--- config.mk ---
export PLATFORM = sky130hd
export DESIGN_NAME = exu_core
export DESIGN_NICKNAME = d
export VERILOG_FILES = /design/src/verilog/exu_pkg.sv /design/src/verilog/exu_arbiter.sv /design/src/verilog/exu_core.sv
export VERILOG_INCLUDE_DIRS = /design/src /design/src/verilog
export SDC_FILE = /design/constraint.sdc
export NUM_CORES = 1
export LEC_CHECK = 0
export BUFFER_PORTS_ARGS = -buffer_cell sky130_fd_sc_hd__buf_2
export CORE_MARGIN = 3
export CORE_UTILIZATION = 41
export CTS_CLUSTER_DIAMETER = 30
export DETAILED_ROUTE_END_ITERATION = 7
export GPL_ROUTABILITY_DRIVEN = 0
export GPL_TIMING_DRIVEN = 0
export PLACE_DENSITY = 0.64
export SETUP_SLACK_MARGIN = 0.15
export SKIP_CTS_REPAIR_TIMING = 1
export SLEW_MARGIN = 20
export SYNTH_ARGS = -nofsm -noshare
export SYNTH_HDL_FRONTEND = slang
export SYNTH_SLANG_ARGS = --single-unit
--- constraint.sdc ---
create_clock -name ref_clk -period 56.7 [get_ports ref_clk]
set_clock_uncertainty 0.05 [all_clocks]
set_input_delay 2.835 -clock ref_clk [delete_from_list [all_inputs] [get_ports ref_clk]]
set_output_delay 2.835 -clock ref_clk [all_outputs]
set_load 0.1 [all_outputs]
--- src/verilog/exu_cfg.svh ---
// offsets, field positions, reset values and vector numbers of the exception unit
`ifndef EXU_CFG_SVH
`define EXU_CFG_SVH
`define EXU_OFF_VBASE    12'h000
`define EXU_OFF_STATUS   12'h004
`define EXU_OFF_PRIO_EXT 12'h008
`define EXU_OFF_PRIO_PER 12'h00C
`define EXU_OFF_INFO     12'h010
`define EXU_SR_MASK_LSB  4
`define EXU_SR_RESET     32'h0000_00F0
`define EXU_VBASE_RESET  32'h0000_0000
`define EXU_NMI_LEVEL    5'h10
`define EXU_NMI_MASK     4'hF
`define EXU_VEC_GEN_ILL  8'h04
`define EXU_VEC_SLOT_ILL 8'h06
`define EXU_VEC_ADDRERR  8'h09
`define EXU_VEC_NMI      8'h0B
`define EXU_VEC_EXT_BASE 8'h40
`define EXU_VEC_EXT_GAP  8'h02
`define EXU_VEC_PER_BASE 8'h48
`define EXU_STACK_WORD   32'h0000_0004
`define EXU_STACK_PAIR   32'h0000_0008
`endif

--- src/verilog/exu_pkg.sv ---
// types shared by the exception unit
package exu_pkg;
    typedef enum logic [2:0] {
        ST_IDLE    = 3'b000,
        ST_PUSH_SR = 3'b001,
        ST_PUSH_PC = 3'b010,
        ST_FETCH   = 3'b011,
        ST_JUMP    = 3'b100
    } exu_state_t;
    typedef enum logic [2:0] {
        CL_PLAIN   = 3'b000,
        CL_DELAYED = 3'b001,
        CL_PCMOD   = 3'b010,
        CL_TRAP    = 3'b011,
        CL_UNDEF   = 3'b100,
        CL_INTDIS  = 3'b101
    } exu_class_t;
    typedef enum logic [1:0] {
        KD_OTHER = 2'b00,
        KD_INT   = 2'b01,
        KD_NMI   = 2'b10
    } exu_kind_t;
endpackage

--- src/verilog/exu_arbiter.sv ---
// priority arbiter: picks the highest-level pending source
`timescale 1ns/1ps
module exu_arbiter #(
    parameter int N = 15
) (
    input  wire logic [N-1:0]   reqs,
    input  wire logic [N*5-1:0] levels,
    input  wire logic [N*8-1:0] vectors,
    output logic                winValid,
    output logic [4:0]          winLevel,
    output logic [7:0]          winVec
);
    always_comb begin
        winValid = 1'b0;
        winLevel = 5'h00;
        winVec   = 8'h00;
        // scanning downward with >= lets the lowest index win a tie
        for (int i = N - 1; i >= 0; i--) begin
            if (reqs[i] && levels[i*5 +: 5] != 5'h00 && levels[i*5 +: 5] >= winLevel) begin
                winValid = 1'b1;
                winLevel = levels[i*5 +: 5];
                winVec   = vectors[i*8 +: 8];
            end
        end
    end
endmodule

--- src/verilog/exu_core.sv ---
// exception sequencer: interrupt acceptance, instruction exceptions, stacking, vector jump
// Function
// - nmi is level 16, never masked, always accepted; code holds it in delay slots and after interrupt-disabled code
// - programmable source levels are only 0 to 15
// - maskable interrupt taken only if level exceeds status mask
// - highest-level pending request wins
// - each source owns a distinct vector number
// - interrupt stacks status word, then program counter
// - after stacking, mask field gets the accepted level
// - nmi writes all ones into the mask field
// - handler address read from vector entry, execution starts there
// - instruction exceptions stack status word, then program counter
// - trap stacks address of the following instruction
// - trap vector comes from the trap immediate
// - handler jump is immediate, no delay slot
// - undefined code in a delay slot raises illegal-slot
// - pc-modifying code in a delay slot raises illegal-slot
// - illegal-slot stacks the delayed branch target
// - undefined code elsewhere raises general illegal, stacking its own address
// - delayed branch class covers jumps, branches, returns, slot conditionals
// - address errors and interrupts held during delay slot decode
// - after interrupt-disabled code, interrupts held, address errors taken
// - held exception taken at next decode that permits it
// - interrupt-disabled class covers control/system register loads and stores
// - vector entry address is vector base plus four times vector
//
// Added by the designer: the APB register port and the register offsets.
`timescale 1ns/1ps
`include "exu_cfg.svh"
module exu_core #(
    parameter int NEXT = 6,
    parameter int NPER = 8
) (
    input  wire logic                 ref_clk,
    input  wire logic                 resetn,
    input  wire logic                 psel,
    input  wire logic                 penable,
    input  wire logic                 pwrite,
    input  wire logic [11:0]          paddr,
    input  wire logic [31:0]          pwdata,
    output logic [31:0]               prdata,
    output logic                      pready,
    output logic                      pslverr,
    input  wire logic                 nmiPin,
    input  wire logic [NEXT-1:0]      extReqPin,
    input  wire logic [NPER-1:0]      periphReq,
    input  wire logic                 decValid,
    input  wire exu_pkg::exu_class_t  decClass,
    input  wire logic [31:0]          decPc,
    input  wire logic [31:0]          decNextPc,
    input  wire logic [31:0]          decTarget,
    input  wire logic [7:0]           decTrapVec,
    input  wire logic                 addrErrReq,
    input  wire logic                 srLoad,
    input  wire logic [31:0]          srIn,
    input  wire logic [31:0]          stackPtr,
    output logic                      excStall,
    output logic                      busReq,
    output logic                      busWrite,
    output logic [31:0]               busAddr,
    output logic [31:0]               busWdata,
    input  wire logic [31:0]          busRdata,
    input  wire logic                 busAck,
    output logic                      pcLoad,
    output logic [31:0]               pcNew,
    output logic                      spLoad,
    output logic [31:0]               spNew,
    output logic [31:0]               statusWord
);
    import exu_pkg::*;

    localparam int NSRC = 1 + NEXT + NPER;

    function automatic logic isPcMod(input exu_class_t c);
        return c == CL_DELAYED || c == CL_PCMOD || c == CL_TRAP;
    endfunction

    function automatic logic isMapped(input logic [11:0] a);
        return a == `EXU_OFF_VBASE || a == `EXU_OFF_STATUS || a == `EXU_OFF_PRIO_EXT
            || a == `EXU_OFF_PRIO_PER || a == `EXU_OFF_INFO;
    endfunction

    exu_state_t       state_q, state_d;
    exu_kind_t        kind_q, kind_d;
    logic [3:0]       level_q, level_d;
    logic [7:0]       vec_q, vec_d;
    logic [31:0]      savedPc_q, savedPc_d;
    logic [31:0]      spBase_q, spBase_d;
    logic             busReq_q, busReq_d;
    logic             busWrite_q, busWrite_d;
    logic [31:0]      busAddr_q, busAddr_d;
    logic [31:0]      busWdata_q, busWdata_d;
    logic [31:0]      pcNew_q, pcNew_d;
    logic [31:0]      spNew_q, spNew_d;
    logic [31:0]      status_q, status_d;
    logic [31:0]      vbase_q, vbase_d;
    logic [NEXT*4-1:0] prioExt_q, prioExt_d;
    logic [NPER*4-1:0] prioPer_q, prioPer_d;
    logic [31:0]      prdata_q, prdata_d;
    logic             nmiPend_q, nmiPend_d;
    logic             addrPend_q, addrPend_d;
    logic             inSlot_q, inSlot_d;
    logic             afterDis_q, afterDis_d;
    logic [31:0]      slotTarget_q, slotTarget_d;
    logic             nmiSync1_q, nmiSync2_q, nmiDly_q;
    logic [NEXT-1:0]  extSync1_q, extSync2_q;

    logic [NSRC-1:0]   srcReq;
    logic [NSRC*5-1:0] srcLvl;
    logic [NSRC*8-1:0] srcVec;
    logic             winValid;
    logic [4:0]       winLevel;
    logic [7:0]       winVec;
    logic [3:0]       srMask;
    logic             stIdle, intOk, nmiWin, addrTake, intTake, slotExc, insnExc, take, intSel;

    // pins cross in through two flops; the first flop feeds nothing else
    always_ff @(posedge ref_clk) begin
        if (!resetn) begin
            nmiSync1_q <= 1'b0;
            nmiSync2_q <= 1'b0;
            nmiDly_q   <= 1'b0;
            extSync1_q <= '0;
            extSync2_q <= '0;
        end else begin
            nmiSync1_q <= nmiPin;
            nmiSync2_q <= nmiSync1_q;
            nmiDly_q   <= nmiSync2_q;
            extSync1_q <= extReqPin;
            extSync2_q <= extSync1_q;
        end
    end

    // source 0 is nmi at the fixed top level; the rest take 4-bit levels only
    assign srcReq[0]   = nmiPend_q;
    assign srcLvl[4:0] = `EXU_NMI_LEVEL;
    assign srcVec[7:0] = `EXU_VEC_NMI;
    for (genvar g = 0; g < NEXT; g++) begin : gExt
        assign srcReq[1+g]         = extSync2_q[g];
        assign srcLvl[(1+g)*5 +: 5] = {1'b0, prioExt_q[g*4 +: 4]};
        // vector numbers skip a reserved pair after the fourth line
        assign srcVec[(1+g)*8 +: 8] = (g < 4) ? `EXU_VEC_EXT_BASE + 8'(g)
                                              : `EXU_VEC_EXT_BASE + `EXU_VEC_EXT_GAP + 8'(g);
    end
    for (genvar g = 0; g < NPER; g++) begin : gPer
        assign srcReq[1+NEXT+g]         = periphReq[g];
        assign srcLvl[(1+NEXT+g)*5 +: 5] = {1'b0, prioPer_q[g*4 +: 4]};
        assign srcVec[(1+NEXT+g)*8 +: 8] = `EXU_VEC_PER_BASE + 8'(g);
    end

    exu_arbiter #(
        .N (NSRC)
    ) uArb (
        .reqs     (srcReq),
        .levels   (srcLvl),
        .vectors  (srcVec),
        .winValid (winValid),
        .winLevel (winLevel),
        .winVec   (winVec)
    );

    assign srMask   = status_q[`EXU_SR_MASK_LSB +: 4];
    assign stIdle   = state_q == ST_IDLE;
    assign intOk    = !inSlot_q && !afterDis_q;
    assign nmiWin   = winLevel == `EXU_NMI_LEVEL;
    assign addrTake = decValid && addrPend_q && !inSlot_q;
    assign intTake  = decValid && intOk && winValid && (nmiWin || winLevel[3:0] > srMask);
    assign slotExc  = inSlot_q && (decClass == CL_UNDEF || isPcMod(decClass));
    assign insnExc  = decValid && (slotExc || decClass == CL_TRAP || decClass == CL_UNDEF);
    assign take     = stIdle && (addrTake || intTake || insnExc);
    assign intSel   = take && !addrTake && intTake;
    assign excStall = take || !stIdle;

    // exception sequence
    always_comb begin
        state_d    = state_q;
        kind_d     = kind_q;
        level_d    = level_q;
        vec_d      = vec_q;
        savedPc_d  = savedPc_q;
        spBase_d   = spBase_q;
        busReq_d   = busReq_q;
        busWrite_d = busWrite_q;
        busAddr_d  = busAddr_q;
        busWdata_d = busWdata_q;
        pcNew_d    = pcNew_q;
        spNew_d    = spNew_q;
        unique case (state_q)
            ST_IDLE: begin
                if (take) begin
                    state_d    = ST_PUSH_SR;
                    spBase_d   = stackPtr;
                    busReq_d   = 1'b1;
                    busWrite_d = 1'b1;
                    busAddr_d  = stackPtr - `EXU_STACK_WORD;
                    busWdata_d = status_q;
                    kind_d     = KD_OTHER;
                    level_d    = winLevel[3:0];
                    if (addrTake) begin
                        vec_d     = `EXU_VEC_ADDRERR;
                        savedPc_d = decPc;
                    end else if (intTake) begin
                        vec_d     = winVec;
                        savedPc_d = decPc;
                        kind_d    = nmiWin ? KD_NMI : KD_INT;
                    end else if (slotExc) begin
                        vec_d     = `EXU_VEC_SLOT_ILL;
                        savedPc_d = slotTarget_q;
                    end else if (decClass == CL_TRAP) begin
                        vec_d     = decTrapVec;
                        savedPc_d = decNextPc;
                    end else begin
                        vec_d     = `EXU_VEC_GEN_ILL;
                        savedPc_d = decPc;
                    end
                end
            end
            ST_PUSH_SR: begin
                if (busAck) begin
                    state_d    = ST_PUSH_PC;
                    busAddr_d  = spBase_q - `EXU_STACK_PAIR;
                    busWdata_d = savedPc_q;
                end
            end
            ST_PUSH_PC: begin
                if (busAck) begin
                    state_d    = ST_FETCH;
                    busWrite_d = 1'b0;
                    busAddr_d  = vbase_q + {22'h00_0000, vec_q, 2'b00};
                    busWdata_d = 32'h0000_0000;
                    spNew_d    = spBase_q - `EXU_STACK_PAIR;
                end
            end
            ST_FETCH: begin
                if (busAck) begin
                    state_d  = ST_JUMP;
                    busReq_d = 1'b0;
                    pcNew_d  = busRdata;
                end
            end
            ST_JUMP: state_d = ST_IDLE;
            default: state_d = ST_IDLE;
        endcase
    end

    always_ff @(posedge ref_clk) begin
        if (!resetn) begin
            state_q    <= ST_IDLE;
            kind_q     <= KD_OTHER;
            level_q    <= 4'h0;
            vec_q      <= 8'h00;
            savedPc_q  <= 32'h0000_0000;
            spBase_q   <= 32'h0000_0000;
            busReq_q   <= 1'b0;
            busWrite_q <= 1'b0;
            busAddr_q  <= 32'h0000_0000;
            busWdata_q <= 32'h0000_0000;
            pcNew_q    <= 32'h0000_0000;
            spNew_q    <= 32'h0000_0000;
        end else begin
            state_q    <= state_d;
            kind_q     <= kind_d;
            level_q    <= level_d;
            vec_q      <= vec_d;
            savedPc_q  <= savedPc_d;
            spBase_q   <= spBase_d;
            busReq_q   <= busReq_d;
            busWrite_q <= busWrite_d;
            busAddr_q  <= busAddr_d;
            busWdata_q <= busWdata_d;
            pcNew_q    <= pcNew_d;
            spNew_q    <= spNew_d;
        end
    end

    // status word, pending flags and slot tracking
    always_comb begin
        status_d     = status_q;
        nmiPend_d    = nmiPend_q;
        addrPend_d   = addrPend_q;
        inSlot_d     = inSlot_q;
        afterDis_d   = afterDis_q;
        slotTarget_d = slotTarget_q;
        // mask changes once both words are on the stack, or by srLoad in idle
        if (state_q == ST_PUSH_PC && busAck && kind_q == KD_NMI) begin
            status_d[`EXU_SR_MASK_LSB +: 4] = `EXU_NMI_MASK;
        end else if (state_q == ST_PUSH_PC && busAck && kind_q == KD_INT) begin
            status_d[`EXU_SR_MASK_LSB +: 4] = level_q;
        end else if (srLoad && stIdle && !take) begin
            status_d = srIn;
        end
        // a new edge or error in the clearing cycle survives
        if (intSel && nmiWin) begin
            nmiPend_d = 1'b0;
        end
        if (nmiSync2_q && !nmiDly_q) begin
            nmiPend_d = 1'b1;
        end
        if (take && addrTake) begin
            addrPend_d = 1'b0;
        end
        if (addrErrReq) begin
            addrPend_d = 1'b1;
        end
        if (take) begin
            inSlot_d   = 1'b0;
            afterDis_d = 1'b0;
        end else if (decValid && stIdle) begin
            inSlot_d   = decClass == CL_DELAYED;
            afterDis_d = decClass == CL_INTDIS;
            if (decClass == CL_DELAYED) begin
                slotTarget_d = decTarget;
            end
        end
    end

    always_ff @(posedge ref_clk) begin
        if (!resetn) begin
            status_q     <= `EXU_SR_RESET;
            nmiPend_q    <= 1'b0;
            addrPend_q   <= 1'b0;
            inSlot_q     <= 1'b0;
            afterDis_q   <= 1'b0;
            slotTarget_q <= 32'h0000_0000;
        end else begin
            status_q     <= status_d;
            nmiPend_q    <= nmiPend_d;
            addrPend_q   <= addrPend_d;
            inSlot_q     <= inSlot_d;
            afterDis_q   <= afterDis_d;
            slotTarget_q <= slotTarget_d;
        end
    end

    // apb slave: read data latched in setup, so no wait states
    always_comb begin
        vbase_d   = vbase_q;
        prioExt_d = prioExt_q;
        prioPer_d = prioPer_q;
        prdata_d  = prdata_q;
        if (psel && !penable) begin
            case (paddr)
                `EXU_OFF_VBASE:    prdata_d = vbase_q;
                `EXU_OFF_STATUS:   prdata_d = status_q;
                `EXU_OFF_PRIO_EXT: prdata_d = 32'(prioExt_q);
                `EXU_OFF_PRIO_PER: prdata_d = 32'(prioPer_q);
                `EXU_OFF_INFO:     prdata_d = {21'h00_0000, state_q, vec_q};
                default:           prdata_d = 32'h0000_0000;
            endcase
        end
        if (psel && penable && pwrite) begin
            case (paddr)
                `EXU_OFF_VBASE:    vbase_d = pwdata;
                `EXU_OFF_PRIO_EXT: prioExt_d = pwdata[NEXT*4-1:0];
                `EXU_OFF_PRIO_PER: prioPer_d = pwdata[NPER*4-1:0];
                default: ;
            endcase
        end
    end

    always_ff @(posedge ref_clk) begin
        if (!resetn) begin
            vbase_q   <= `EXU_VBASE_RESET;
            prioExt_q <= '0;
            prioPer_q <= '0;
            prdata_q  <= 32'h0000_0000;
        end else begin
            vbase_q   <= vbase_d;
            prioExt_q <= prioExt_d;
            prioPer_q <= prioPer_d;
            prdata_q  <= prdata_d;
        end
    end

    assign prdata     = prdata_q;
    assign pready     = 1'b1;
    assign pslverr    = psel && penable && !isMapped(paddr);
    assign busReq     = busReq_q;
    assign busWrite   = busWrite_q;
    assign busAddr    = busAddr_q;
    assign busWdata   = busWdata_q;
    assign pcLoad     = state_q == ST_JUMP;
    assign spLoad     = state_q == ST_JUMP;
    assign pcNew      = pcNew_q;
    assign spNew      = spNew_q;
    assign statusWord = status_q;
endmodule

==> results.yml, run 1 <==
power_and_ir_drop:
  cellLeakagePower_nw: 11.3
  pwr_density_cell_mw_per_mm2: 40.7
  vdd_drop_max_mv: 0.0294
floorplanning:
  start_util_pct: 41.6
  die_area_mm2: 0.0536
  num_rows: 82
  core_mm2: 0.0502
  die_x_um: 232
  dieHeight_um: 232
  io_pins: 470
route:
  drt_first_pass_iters: 8
  wl_met1_um: 33900
  vias: 23200
  drcViolationCount: 0
  first_iter_violations: 2343
  met2WireLength_um: 41000
  dr.max_layer_used: "met5"
  wl_met3_um: 9840
  wl_um: 89200
  drtAntennaViolNets: 0
  vias_per_cell: 5.85
  routedWlPerCell_um: 22.5
timing:
  worstMarginPinSlew_ns: 1.18
  period_minus_slack_ns: 29.99
  setup_violations: 0
  report.final.slew_viol_count: 0
  period_share_pct: 52.9
  hold_viol_final: 0
  finalSetupTns_ns: 0
  grt_setup_unrepaired: "no"
  max_freq_mhz: 33.3
  max-slew-margin-rel_pct: 20.6
grt:
  antenna_found_initial: 29
  grt_pass1_vias: 22400
  grt_usage_pct: 31.9
  grt_pass1_wl_um: 131000
  grt_start_max_net_pins: 14
  grt_remaining_overflow: 0
worst_hold_path:
  hold_path_depth: 1
  hold_path_end: "nmiPend_q"
  hold_path_class: "register to register"
  min_from: "nmiDly_q"
cells_and_area:
  finish.instance_area_mm2: 0.0276
  nets: 3504
  layout_common_cells: "buf_2, nand2_1, dfxtp_1, a21oi_1, nor2_1"
  syn2layout_area_growth_pct: 32.5
  drive_gt1_share_pct: 22.5
  mostFrequentLayoutCell: "buf_2"
worst_setup_path:
  regToRegEndpoint: "busAddr[1]"
  worst_path_most_repeated_cell: "ha_1"
  rr_worst_depth: 114
  startpoint_type: "input pin"
  worstSetupPathType: "input pin to output port"
  reg2reg_from: "prioPer_q[29]"
  critPathSlowestCell: "o211ai_1"
  worstPathRequired_ns: 53.81
  cp-end-kind: "output port"
  cp_max_fo: 10
  r2r_slack_ns: 31.25
  worstPathArrival_ns: 27.11
  crit_path_max_incr_delay_ns: 0.56
logic_synthesis:
  synth_top_family_by_area: "compound AO/OA/AOI/OAI gates"
  syn-instance-count: 2619
  synth_seq_cells: 414
  synth_compound_area_share_pct: 26.8
  yosys_warnings: 0
  yosysSeqAreaShare_pct: 39.7
  synthesis.nets: 2937
  yosys.area_share.xor_xnor_pct: 3.49
  ys.flop_type: "dfxtp_1"
  synthAdderAreaFrac_pct: 3.15
  ys_types: 101
  syn_area_mm2: 0.0209
  synth_edf_count: 0
  synth-simple-area-share_pct: 19.7
  syn_avg_cell_area_um2: 7.96
  async_flop_share_pct: 0
  synthMuxAreaShare_pct: 2.27
placed_design:
  portBuffers: 467
  placed_area_mm2: 0.0241
  dpl.hpwl_um: 69900
clocking:
  numCtsBuffers: 97
  clock_latency_ns: 0.64
  clkTransAtPathRegs_ns: 0.05
  cts_max_level: 3
  cts_num_sinks: 414
  cts_tree: "yes"
  cts_buffer_depth: 3
  cts_root_buf: "clkbuf_16"
flow_run:
  drv_cap: 0
outcome:
  status: "completed"
## flip-flops by register name, indices dropped and copies added, names as in the netlist, 2 cells and up
name          count
prioExt_q        24
slotTarget_q     32
level_q           4
kind_q            2
extSync2_q        6
prioPer_q        32
statusWord       32
pcNew            32
busAddr          32
savedPc_q        32
busWdata         32
prdata           32
vbase_q          32
extSync1_q        6
spBase_q         32
spNew            32
state_q           3
vec_q             8
## logic make-up after synthesis
kind of cell,Yosys count
simple gates,919
other cells,1
mux,46
fa+ha+maj,53
flops,414
buf+inv,241
compound gates,862
xor+xnor,83
## critical path, delay by kind of cell
kind / cells / cell delay, ns
buffers and inverters: 8 / 1.25
AND/OR/NAND/NOR: 35 / 5.67
multiplexers: 8 / 3.03
adder cells (fa/ha/maj): 19 / 5.47
AO/OA/AOI/OAI: 42 / 8.85
## layout make-up
cell class                      count  area [um2]
Clock inverter                     57         779
Inverter                           47         176
Multi-Input combinational cell   1964       11600
Clock buffer                      125        2750
Sequential cell                   414        8290
Tap cell                          672         841
Timing Repair Buffer              468        2340
Fill cell                        4614       22500
Buffer                            194         823
Antenna cell                       16        40.0
## metrics by stage
step	utilization (%)	total power [mW]	hold slack (ns)	std cells	setup slack (ns)
finish	55.1	1.12	0.354	3957	26.71
floorplan	-	0.469	0.339	2619	29.73
detailed placement	47.9	0.529	0.351	3759	26.99
global placement	47.9	0.527	0.346	3758	27.43
global route	55.0	1.15	0.393	3948	24.93
CTS	55.0	1.12	0.359	3941	26.87
## worst max-delay path by stage
stage	depth (start not counted)	end	startpoint
after CTS	112	excStall	periphReq[7]
after floorplan	110	excStall	periphReq[7]
after detailed placement	112	excStall	periphReq[7]
after global placement	112	excStall	periphReq[7]
after global routing	114	excStall	periphReq[7]
final	112	excStall	periphReq[7]
## metal layers
| layer | global-route usage, % | vias to the layer above |
|---|---|---|
| li1 | - | 10700 |
| met1 | 38.0 | 10900 |
| met2 | 52.1 | 1305 |
| met3 | 9.92 | 294 |
| met4 | 15.7 | 30 |
| met5 | 0 | - |
## Yosys cell counts (18+ instances only)
| cell type | n | share of area, % |
|---|---|---|
| clkbuf_1 | 146 | 2.6 |
| o31ai_1 | 69 | 2.5 |
| o22ai_1 | 61 | 1.8 |
| dfxtp_1 | 414 | 40 |
| inv_1 | 46 | 0.83 |
| nor2_1 | 167 | 3.0 |
| buf_2 | 33 | 0.79 |
| and3_1 | 27 | 0.81 |
| o22a_1 | 32 | 1.3 |
| nor2b_1 | 18 | 0.54 |
| mux2i_1 | 35 | 1.7 |
| a211oi_1 | 31 | 1.1 |
| o21ai_1 | 42 | 1.0 |
| a21oi_1 | 335 | 8.0 |
| a31oi_1 | 24 | 0.72 |
| nand2_1 | 459 | 8.3 |
| a22oi_1 | 49 | 1.8 |
| and2_1 | 27 | 0.81 |
| ha_1 | 46 | 2.8 |
| xnor2_1 | 56 | 2.4 |
| nand3_1 | 96 | 2.3 |
| a222oi_1 | 28 | 1.3 |
| nor3_1 | 29 | 0.70 |
| xor2_1 | 27 | 1.1 |
| o21ai_0 | 74 | 1.8 |
| nand2b_1 | 23 | 0.69 |
## power breakdown
part	internal (mW)	total, mW	switching (mW)
clock network	0.410	0.597	0.187
logic	0.0445	0.200	0.156
registers	0.308	0.326	0.0181
Power figures use the tool's default switching activity.
==> inputs of run 2 (changes only) <==
--- a/config.mk
+++ b/config.mk
@@ -6,6 +6,7 @@
 export SDC_FILE = /design/constraint.sdc
 export NUM_CORES = 1
 export LEC_CHECK = 0
+export ABC_AREA = 1
 export BUFFER_PORTS_ARGS = -buffer_cell sky130_fd_sc_hd__buf_2
 export CORE_MARGIN = 3
 export CORE_UTILIZATION = 41
==> constraint.sdc (replaced) <==
create_clock -name ref_clk -period 28 [get_ports ref_clk]
set_clock_uncertainty 0.05 [all_clocks]
set_input_delay 1.4 -clock ref_clk [delete_from_list [all_inputs] [get_ports ref_clk]]
set_output_delay 1.4 -clock ref_clk [all_outputs]
set_load 0.1 [all_outputs]
==> results.yml, run 2 <==
logic_synthesis:
  synth_compound_area_share_pct: 19.5
  synth_top_family_by_area: "simple AND/OR/NAND/NOR gates"
  async_flop_share_pct: 0
  synth_seq_cells: 414
  synth_edf_count: 0
  synth-simple-area-share_pct: 30.0
  synthAdderAreaFrac_pct: 2.67
  yosys_warnings: 0
  synth_top_area_share_pct: 37.1
  synth_commonest_cells: "nand2_1, nor2_1, dfxtp_1"
  yosysSeqAreaShare_pct: 37.1
  ys.flop_type: "dfxtp_1"
  syn_area_mm2: 0.0223
  yosys.area_share.xor_xnor_pct: 1.18
  yosys-top-cells-area: "dfxtp_1, nand2_1, nor2_1"
  syn_avg_cell_area_um2: 6.78
  ys_types: 51
  synthMuxAreaShare_pct: 0
  synthesis.nets: 3608
  syn-instance-count: 3290
  post-synth-top-count-cell: "nand2_1"
  synth_area_leader_cell: "dfxtp_1"
power_and_ir_drop:
  p_total_mw: 3.26
  vdd_drop_max_mv: 0.0587
  pwr_density_cell_mw_per_mm2: 111
  cellLeakagePower_nw: 13.5
cells_and_area:
  mostFrequentLayoutCell: "nand2_1"
  nets: 4181
  layout_common_cells: "nand2_1, nor2_1, buf_2, dfxtp_1, inv_1"
  finish.instance_area_mm2: 0.0294
  drive_gt1_share_pct: 20.2
  syn2layout_area_growth_pct: 31.7
timing:
  max-slew-margin-rel_pct: 17.3
  grt_setup_unrepaired: "no"
  finalSetupTns_ns: 0
  period_minus_slack_ns: 20.61
  setup_violations: 0
  hold_viol_final: 0
  report.final.slew_viol_count: 0
  period_share_pct: 73.6
  max_freq_mhz: 48.5
  worstMarginPinSlew_ns: 1.23
clocking:
  cts_buffer_depth: 3
  cts_root_buf: "clkbuf_16"
  cts_max_level: 3
  cts_num_sinks: 414
  cts_tree: "yes"
  clkTransAtPathRegs_ns: 0.04
  clock_latency_ns: 0.64
  numCtsBuffers: 105
route:
  drtAntennaViolNets: 0
  wl_um: 96900
  drt_first_pass_iters: 6
  routedWlPerCell_um: 20.9
  drcViolationCount: 0
  vias_per_cell: 5.40
  vias: 25100
  first_iter_violations: 2441
grt:
  grt_remaining_overflow: 0
  grt_usage_pct: 32.7
  antenna_found_initial: 13
  grt_pass1_wl_um: 142000
  grt_start_max_net_pins: 15
  grt_pass1_vias: 23800
worst_setup_path:
  cp_max_fo: 10
  critPathSlowestCell: "buf_2"
  startpoint_type: "input pin"
  worstPathRequired_ns: 26.55
  worstSetupPathType: "input pin to output port"
  crit_path_max_incr_delay_ns: 0.50
  cp-end-kind: "output port"
  worstPathArrival_ns: 19.16
  worst_path_most_repeated_cell: "nand2_1"
floorplanning:
  num_rows: 84
  io_pins: 470
  dieHeight_um: 239
  start_util_pct: 42.0
  core_mm2: 0.0532
  die_area_mm2: 0.0573
  die_x_um: 239
outcome:
  status: "completed"
flow_run:
  drv_cap: 0
placed_design:
  placed_area_mm2: 0.0255
  portBuffers: 466
  dpl.hpwl_um: 76600
worst_hold_path:
  hold_path_class: "register to register"
==> run 2: cell types whose count changed after synthesis, sizes merged, moves of 38 or more <==
cell | previous run | this run
nand2 | 459 | 634
o31ai | 70 | 4
o22ai | 61 | 23
inv | 47 | 309
a22oi | 49 | 2
o21ai | 118 | 327
nand3 | 98 | 197
xnor2 | 56 | 8
a21oi | 336 | 252
nand3b | 3 | 102
nor2 | 168 | 532
==> run 2: critical path: cells and delay by family <==
kind / cells / cell delay [ns]
simple gates: 90 / 7.17
compound gates: 20 / 3.67
fa+ha+maj: 14 / 4.32
buf+inv: 16 / 2.60
==> run 2: per-stage QoR <==
step	worst slack [ns]	hold WS (ns)	util, %	std cells
floorplan	10.60	0.340	-	3290
global placement	7.67	0.353	48.0	4444
detailed placement	7.66	0.351	48.0	4444
CTS	7.58	0.357	55.2	4638
global route	5.31	0.385	55.2	4638
finish	7.39	0.357	55.3	4643
==> run 2: final timing paths <==
kind | from | endpoint | slack (ns) | depth (start not counted)
setup / recovery | periphReq[7] | excStall | 7.39 | 140
hold / removal | extSync1_q[1] | extSync2_q[1] | 0.36 | 2
setup reg to reg | prioPer_q[31] | statusWord[6] | 9.38 | 144
hold reg to reg | extSync1_q[1] | extSync2_q[1] | 0.36 | 2
==> run 2: logic make-up (layout without fill, tap and decap cells) <==
| family | after synthesis | count (layout) |
|---|---|---|
| XOR/XNOR | 30 | 30 |
| buffers and inverters | 505 | 1165 |
| other | 1 | 6 |
| AND/OR/NAND/NOR | 1530 | 1530 |
| flip-flops | 414 | 414 |
| adder cells (fa/ha/maj) | 47 | 47 |
| AO/OA/AOI/OAI | 763 | 763 |
==> run 2: layout make-up <==
class                   count  area (um2)
fillers                  5338       23800
diodes                      5        12.5
clock buffers             126        2870
inverters                 313        1170
clock inverters            68         990
flip-flops and latches    414        8290
plain buffers             192         933
well taps                 688         861
multi-input cells        2371       11900
repair buffers            466        2330
==> run 2: report_power, final <==
part / switching (mW) / internal, mW / total, mW
clock: 0.395 / 0.921 / 1.32
sequential: 0.0732 / 0.682 / 0.755
combinational: 0.931 / 0.261 / 1.19
==> run 2: per-layer routing <==
metal / vias to the layer above / part of all wire [%] / GRT usage [%]
li1: 12100 / - / -
met1: 11500 / 40 / 40.7
met2: 1207 / 46 / 54.0
met3: 238 / 9.9 / 8.07
met4: 6 / 4.3 / 13.8
met5: - / 0.036 / 0
